$ cat src/verilog/cmsp_defs.svh
`ifndef CMSP_DEFS_SVH
`define CMSP_DEFS_SVH

// ----------------------------------------
// Register map
// ----------------------------------------
`define CMSP_ADDR_W     4
`define CMSP_OFS_CTRL   4'h0
`define CMSP_OFS_GATE   4'h4
`define CMSP_OFS_STAT   4'h8

// ----------------------------------------
// Control fields and reset values
// ----------------------------------------
`define CMSP_CTRL_FREE  0
`define CMSP_CTRL_PSTOP 1
`define CMSP_CTRL_RST   2'h0
`define CMSP_GATE_RST   8'h00

// ----------------------------------------
// Mode codes
// ----------------------------------------
`define CMSP_MODE_SC    2'h0
`define CMSP_MODE_SSC   2'h1
`define CMSP_MODE_EXP   2'h2

`endif

$ cat src/verilog/cmsp_pkg.sv
package cmsp_pkg;

  typedef enum logic [1:0]
  {
    CMSP_RUN   = 2'b00,
    CMSP_WAIT  = 2'b01,
    CMSP_PSTOP = 2'b10,
    CMSP_STOP  = 2'b11
  } cmsp_pwr_e;

  typedef struct packed
  {
    logic osc_en;
    logic core_clk_en;
    logic tick_wdog_en;
    logic periph_en;
    logic core_bus_hold;
  } cmsp_clk_s;

endpackage : cmsp_pkg

$ cat src/verilog/cmsp_ctrl.sv
// Our own choices: the register offsets and the Wishbone interface to the registers.
`include "cmsp_defs.svh"

// How it works
// - In expanded mode with enable set, flag free cycles when core leaves bus idle
// - Capture oscillator-select strap at rising edge of the reset pin
// - Captured low selects external clock or Pierce crystal on oscillator input
// - Captured high selects low-power Colpitts oscillator across both pins
// - Pull-up on oscillator-select strap while reset is held
// - Secured part reset into expanded mode disables internal flash and EEPROM
// - Secured part reset into expanded mode refuses all debug port requests
// - Backdoor key access also unsecures the part
// - Reset into special single-chip verifies erasure before security reprogramming
// - Debug port may write mode bits, e.g. to switch to expanded mode
// - Any reset before security bits are unsecured returns part to secured
// - Full stop halts every clock and the oscillator
// - Full stop exits only on reset or external interrupt
// - Pseudo-stop keeps oscillator, tick and watchdog; other peripherals off
// - Wait stops execution and holds core buses static
// - Wait keeps peripherals clocked, each may gate its own clock
module cmsp_ctrl #(
  parameter int NPERIPH = 8
) (
  input  wire logic               clk_i,
  input  wire logic               rst_i,
  input  wire logic               wb_cyc_i,
  input  wire logic               wb_stb_i,
  input  wire logic               wb_we_i,
  input  wire logic [3:0]         wb_adr_i,
  input  wire logic [31:0]        wb_dat_i,
  input  wire logic [3:0]         wb_sel_i,
  output logic      [31:0]        wb_dat_o,
  output logic                    wb_ack_o,
  input  wire logic               reset_pin_n_i,
  input  wire logic               osc_type_strap_n_i,
  input  wire logic [1:0]         mode_strap_i,
  output logic                    strap_pullup_o,
  output logic                    osc_colpitts_o,
  output logic                    osc_pierce_ext_o,
  input  wire logic               core_bus_busy_i,
  output logic                    free_cycle_indicator_o,
  input  wire logic               fsec_unsecured_i,
  input  wire logic               nvm_erased_i,
  input  wire logic               backdoor_key_ok_i,
  output logic                    secured_o,
  output logic                    nvm_enable_o,
  output logic                    sec_prog_allow_o,
  input  wire logic               dbg_req_i,
  input  wire logic               dbg_mode_we_i,
  input  wire logic [1:0]         dbg_mode_i,
  output logic                    dbg_ack_o,
  output logic                    dbg_refused_o,
  output logic [1:0]              mode_o,
  input  wire logic               stop_instr_i,
  input  wire logic               wait_instruction_i,
  input  wire logic               ext_irq_i,
  input  wire logic               tick_wdog_wake_i,
  input  wire logic               irq_i,
  output cmsp_pkg::cmsp_clk_s     clk_ctl_o,
  output logic [NPERIPH-1:0]      periph_clk_en_o
);

  // ----------------------------------------
  // State
  // ----------------------------------------
  logic                 pin_q;
  logic [1:0]           ctrl;
  logic [NPERIPH-1:0]   gate;
  logic                 boot_exp;
  logic                 boot_ssc;
  logic                 erase_ok;
  logic                 secured;
  cmsp_pkg::cmsp_pwr_e  pwr;
  cmsp_pkg::cmsp_pwr_e  next_pwr;
  cmsp_pkg::cmsp_pwr_e  pwr_d;

  // ----------------------------------------
  // Decode
  // ----------------------------------------
  wire in_reset  = rst_i | ~reset_pin_n_i;
  wire pin_rise  = reset_pin_n_i & ~pin_q;
  wire wb_req    = wb_cyc_i & wb_stb_i & ~wb_ack_o;
  wire wb_wr     = wb_req & wb_we_i & wb_sel_i[0];
  wire hit_ctrl  = wb_adr_i == `CMSP_OFS_CTRL;
  wire hit_gate  = wb_adr_i == `CMSP_OFS_GATE;
  wire hit_stat  = wb_adr_i == `CMSP_OFS_STAT;
  wire is_exp    = mode_o == `CMSP_MODE_EXP;
  wire dbg_lock  = (secured & boot_exp) | pin_rise;
  wire [31:0] stat_word = {24'h000000, pwr, erase_ok, boot_exp, mode_o, secured, osc_colpitts_o};
  wire [31:0] rd_word;

  assign rd_word = hit_ctrl ? {30'h00000000, ctrl}
                 : hit_gate ? {{(32 - NPERIPH){1'b0}}, gate}
                 : hit_stat ? stat_word
                 : 32'h00000000;

  // Unmapped addresses still ack, reading zero, so the master never hangs
  always_ff @(posedge clk_i)
  begin
    if (rst_i)
    begin
      wb_ack_o <= 1'b0;
      wb_dat_o <= 32'h00000000;
    end
    else
    begin
      wb_ack_o <= wb_req;
      wb_dat_o <= wb_req ? rd_word : 32'h00000000;
    end
  end

  always_ff @(posedge clk_i)
  begin
    if (rst_i)
    begin
      ctrl <= `CMSP_CTRL_RST;
      gate <= NPERIPH'(`CMSP_GATE_RST);
    end
    else if (wb_wr & hit_ctrl)
      ctrl <= wb_dat_i[1:0];
    else if (wb_wr & hit_gate)
      gate <= wb_dat_i[NPERIPH-1:0];
  end

  // ----------------------------------------
  // Reset pin straps
  // ----------------------------------------
  // pull-up in reset; edge detector idles high so rst_i release is no false edge
  always_ff @(posedge clk_i)
  begin
    strap_pullup_o <= in_reset;
    pin_q          <= rst_i | reset_pin_n_i;
  end
  // strap capture; held between edges; oscillator type
  always_ff @(posedge clk_i)
  begin
    if (rst_i)
    begin
      osc_colpitts_o   <= 1'b1;
      osc_pierce_ext_o <= 1'b0;
    end
    else if (pin_rise)
    begin
      osc_colpitts_o   <= osc_type_strap_n_i;
      osc_pierce_ext_o <= ~osc_type_strap_n_i;
    end
  end
  // debug writes mode bits; refused when locked
  always_ff @(posedge clk_i)
  begin
    if (rst_i)
    begin
      mode_o   <= `CMSP_MODE_SC;
      boot_exp <= 1'b0;
      boot_ssc <= 1'b0;
    end
    else if (pin_rise)
    begin
      mode_o   <= mode_strap_i;
      boot_exp <= mode_strap_i == `CMSP_MODE_EXP;
      boot_ssc <= mode_strap_i == `CMSP_MODE_SSC;
    end
    else if (dbg_req_i & dbg_mode_we_i & ~dbg_lock & ~in_reset)
      mode_o <= dbg_mode_i;
  end
  always_ff @(posedge clk_i)
  begin
    if (rst_i)
    begin
      dbg_ack_o     <= 1'b0;
      dbg_refused_o <= 1'b0;
    end
    else
    begin
      dbg_ack_o     <= dbg_req_i & ~dbg_lock & ~in_reset;
      dbg_refused_o <= dbg_req_i & (dbg_lock | in_reset);
    end
  end

  // ----------------------------------------
  // Security
  // ----------------------------------------
  // reset resecures; backdoor; erased part unsecured by its bits
  always_ff @(posedge clk_i)
  begin
    if (in_reset)
      secured <= 1'b1;
    else if (fsec_unsecured_i | backdoor_key_ok_i)
      secured <= 1'b0;
  end
  always_ff @(posedge clk_i)
  begin
    if (in_reset)
      erase_ok <= 1'b0;
    else if (boot_ssc & nvm_erased_i)
      erase_ok <= 1'b1;
  end
  // flash and EEPROM off when secured expanded boot, and in the capture cycle
  always_ff @(posedge clk_i)
  begin
    if (rst_i)
    begin
      secured_o        <= 1'b1;
      nvm_enable_o     <= 1'b0;
      sec_prog_allow_o <= 1'b0;
    end
    else
    begin
      secured_o        <= secured;
      nvm_enable_o     <= ~dbg_lock & ~in_reset;
      sec_prog_allow_o <= erase_ok & ~in_reset;
    end
  end
  always_ff @(posedge clk_i)
  begin
    if (rst_i)
      free_cycle_indicator_o <= 1'b0;
    else
      free_cycle_indicator_o <= is_exp & ctrl[`CMSP_CTRL_FREE] & ~core_bus_busy_i & ~in_reset;
  end

  // ----------------------------------------
  // Low-power sequencer
  // ----------------------------------------
  always_comb
  begin
    next_pwr = pwr;
    case (pwr)
      cmsp_pkg::CMSP_RUN:
        if (stop_instr_i)
          next_pwr = ctrl[`CMSP_CTRL_PSTOP] ? cmsp_pkg::CMSP_PSTOP : cmsp_pkg::CMSP_STOP;
        else if (wait_instruction_i)
          next_pwr = cmsp_pkg::CMSP_WAIT;
      cmsp_pkg::CMSP_WAIT:
        if (irq_i | ext_irq_i)
          next_pwr = cmsp_pkg::CMSP_RUN;
      cmsp_pkg::CMSP_PSTOP:
        if (ext_irq_i | tick_wdog_wake_i)
          next_pwr = cmsp_pkg::CMSP_RUN;
      // only external interrupt, reset handled below
      cmsp_pkg::CMSP_STOP:
        if (ext_irq_i)
          next_pwr = cmsp_pkg::CMSP_RUN;
      default:
        next_pwr = cmsp_pkg::CMSP_RUN;
    endcase
  end
  // Either reset forces run, so state and clock enables never disagree
  assign pwr_d = in_reset ? cmsp_pkg::CMSP_RUN : next_pwr;
  always_ff @(posedge clk_i)
  begin
    pwr <= pwr_d;
  end
  always_ff @(posedge clk_i)
  begin
    clk_ctl_o.osc_en        <= pwr_d != cmsp_pkg::CMSP_STOP;
    clk_ctl_o.core_clk_en   <= pwr_d == cmsp_pkg::CMSP_RUN;
    clk_ctl_o.tick_wdog_en  <= pwr_d != cmsp_pkg::CMSP_STOP;
    clk_ctl_o.periph_en     <= pwr_d == cmsp_pkg::CMSP_RUN || pwr_d == cmsp_pkg::CMSP_WAIT;
    clk_ctl_o.core_bus_hold <= pwr_d != cmsp_pkg::CMSP_RUN;
    // Gating only honoured in wait so a stale mask cannot starve run mode
    if (pwr_d == cmsp_pkg::CMSP_WAIT)
      periph_clk_en_o <= ~gate;
    else if (pwr_d == cmsp_pkg::CMSP_RUN)
      periph_clk_en_o <= {NPERIPH{1'b1}};
    else
      periph_clk_en_o <= {NPERIPH{1'b0}};
  end
endmodule : cmsp_ctrl

$ cat config.mk
export PLATFORM = sky130hd
export DESIGN_NAME = cmsp_ctrl
export DESIGN_NICKNAME = d
export VERILOG_FILES = /design/src/verilog/cmsp_pkg.sv /design/src/verilog/cmsp_ctrl.sv
export VERILOG_INCLUDE_DIRS = /design/src /design/src/verilog
export SDC_FILE = /design/constraint.sdc
export NUM_CORES = 1
export LEC_CHECK = 0
export ABC_CLOCK_PERIOD_IN_PS = 1400
export BUFFER_PORTS_ARGS = -buffer_cell sky130_fd_sc_hd__buf_2
export CAP_MARGIN = 20
export CORE_UTILIZATION = 38
export DETAILED_ROUTE_END_ITERATION = 8
export PLACE_DENSITY = 0.76
export REMOVE_ABC_BUFFERS = 1
export SETUP_SLACK_MARGIN = 0.02
export SLEW_MARGIN = 30
export SYNTH_ARGS = -nofsm -noshare
export SYNTH_HDL_FRONTEND = slang
export SYNTH_SLANG_ARGS = --single-unit
$ cat constraint.sdc
create_clock -name clk_i -period 1.4 [get_ports clk_i]
set_input_delay 0.07 -clock clk_i [delete_from_list [all_inputs] [get_ports clk_i]]
set_output_delay 0.07 -clock clk_i [all_outputs]
set_load 0.01 [all_outputs]
==> results.md <==
* Crit path arrival time at 1.48 ns
* Register-to-Register Setup Slack at 0.11 ns
* Grt ovf at 0
* CP Class: register to register
* I/O pin count at 119
* Post-Syn Area at 1870 sq um
* Design Area, Final at 2460 sq um
* Tcrit/Tclk final at 0.922
* DP HPWL at 2.85 mm
* P_leak at 1.10 nW
* P per Cell Area at 1180 nW/um^2
* H-Tree Depth at 2
* Ys flop type: dfxtp_1
* Post-synthesis sequential area ratio at 0.525
* Worst Path Required at 1.59 ns
* First drt pass iteration count at 4
* Core ar. at 4720 sq um
* GRT Overall Usage at 0.150
* Flops & latches, synth at 49
* Vias in the first global route at 1,312
* GPL Wtd Cong at 0.745
* Final hold violation count at 0
* F_max at 775 MHz
* Routed len/inst at 11.3 um
* CTS sink count at 49
* First-pass GRT wire length at 5.88 mm
* Area delta synth->final at 31.8%
* Starting Density at 0.396
* Initial antenna violation count at 0
* Number of flops mapped to enable cells by yosys at 0
* Die width at 72.1 um
* Post-synth cell types at 33
* Critical path peak fanout at 3
* Via count at 1,512
* Worst R2R End: ctrl[0]
* Max Slew Vio Count at 0
* CTS clk-pin slew, worst paths at 0.09 ns
* Die Y at 72.1 um
* NumNets Final at 341
* Setup TNS Final at 0 ns
* Critical Path End: ctrl[0]
* TritonCTS clock tree: yes
* Tmin final at 1.29 ns
* Hold Path Depth at 3
* Type of the worst min-delay path: input port to register
* Endpoints failing setup at 0
* Final Hold Slack at 0.0161 ns
* # DRC at 0
* Routed Antenna Nets at 0
* CTS root buffer: clkbuf_8
* Reg2reg path depth at 4
* Cells after synthesis at 196
* DR iter-0 viols at 70
* Unrepaired setup endpoints after global routing: false
* Synthesis Warnings at 0
* Max IR drop VDD at 0.000702 V
* Port-buffer cells at 67
* Row count at 25
* Share of cells above drive strength 1 at 0.339
* Critical path capture point type: register
* Core Util, Final at 0.522
* WL final at 3.93 mm
* CTS max path bufs at 2
* Max Cap Viol at 0
* Fin Clk Skew at 0.00548 ns
* Setup crit start kind: register
* Pwr Total at 2.90 mW
* Clock Latency Late Sink at 0.29 ns
* Worst R2R Start: wb_ack_o
* Worst setup path startpoint: wb_ack_o
* Die area at 5200 sq um
* Vias per inst at 4.36
* Status: finished clean
* Largest net degree at the start of global routing at 19
* Dpl cell area at 2260 sq um
* CTS Buf Count at 5
* Fill cell count at 457
* Ant diodes at 0
* Syn_area_per_cell at 9.54 sq um
* Ys async rst share at 0
==> worst max-delay path, cell delays in order, from the launching register on <==
cell	delay, ns
dfxtp_1	0.31
nand3b_1	0.25
nor3_2	0.33
mux2i_1	0.24
nor2_1	0.05
==> timing repair <==
item                                   4_1_cts  5_1_grt
hold buffers                                 5        0
setup endpoints to repair                    0       16
endpoints found under the hold margin        5        0
gates resized for setup                      0        3
buffers inserted                             0        1
==> routing by layer <==
| metal | GRT usage | up-vias | routed length [um] |
|---|---|---|---|
| met4 | 0.0327 | 0 | 27 |
| met1 | 0.183 | 665 | 1740 |
| met3 | 0.0458 | 4 | 270 |
| met2 | 0.261 | 66 | 1890 |
| met5 | 0 | - | 0 |
| li1 | - | 777 | - |
==> flip-flops by register name, summed over array words and instances, names as in the netlist, 2 cells and up <==
register	cells
clk_ctl_o	4
ctrl	2
gate	8
mode_o	2
periph_clk_en_o	8
pwr	2
wb_dat_o	8
==> cell type report <==
cell class | instances | area, sq um | area share
clock buffers | 5 | 68.8 | 0.0279
clock inverters | 3 | 65.1 | 0.0264
inverters | 7 | 26.3 | 0.0107
multi-input cells | 131 | 743 | 0.302
flip-flops and latches | 49 | 981 | 0.398
well taps | 67 | 83.8 | 0.0340
repair buffers | 85 | 495 | 0.201
==> report_power, final <==
part           internal [mW]  switching [mW]
combinational          0.129           0.164
sequential              1.43          0.0193
clock                  0.709           0.448
==> stage by stage <==
stage | cells | worst slack [ns]
3_5_place_dp | 333 | -0.0126
2_1_floorplan | 187 | 0.0232
5_1_grt | 347 | 0.0336
4_1_cts | 346 | 0.0457
6_report | 347 | 0.109
3_3_place_gp | 333 | 0.00404
==> worst min path at each step <==
stage	endpoint	slack (ns)	startpoint
floorplan	boot_exp	0.14	rst_i
global placement	free_cycle_indicator_o	0.23	core_bus_busy_i
detailed placement	free_cycle_indicator_o	0.24	core_bus_busy_i
CTS	gate[7]	0.006	wb_dat_i[7]
global route	gate[3]	0.01	wb_dat_i[3]
finish	gate[7]	0.02	wb_dat_i[7]
==> placed cells by master (no fill, tap or decap), types with 2 or more instances in the layout <==
cell           instances
bufinv_16              2
clkbuf_8               5
nand3b_1               3
nand2b_1               2
a21oi_1                7
buf_2                 67
buf_4                 12
o21ai_0                3
dfxtp_1               49
nor3_1                 2
nor2b_1                3
and2_1                 4
o21a_1                 2
a31oi_1                7
or2_2                  2
inv_1                  7
nand2_1               14
a311oi_1               2
conb_1                24
mux2i_1               10
a22oi_1                6
dlygate4sd3_1          5
nor2_1                26
==> cell families (layout without fill, tap and decap cells) <==
kind of cell | after synthesis | after routing | share of synthesized area
and+or+nand+nor | 65 | 65 | 0.177
DFF | 49 | 49 | 0.525
buffers and inverters | 39 | 100 | 0.129
AOI/OAI and AO/OA | 32 | 32 | 0.114
muxes | 10 | 10 | 0.0535
other | 1 | 24 | 0.00201
==> cells in the mapped netlist (all sizes together) (2+ instances only) <==
cell    instances  share of area
inv             7          0.014
and2            5          0.017
nand3b          3          0.012
nor2b           3          0.010
or2             2         0.0067
nor2           26          0.052
a21oi           7          0.019
a22oi           6          0.024
o21a            2         0.0080
nand2b          2         0.0067
a31oi           8          0.027
clkbuf          6          0.012
buf            26           0.10
dfxtp          49           0.52
nor3            4          0.019
o21ai           3         0.0080
mux2i          10          0.054
a311oi          2         0.0094
nand2          14          0.028
Power figures use the tool's default switching activity.
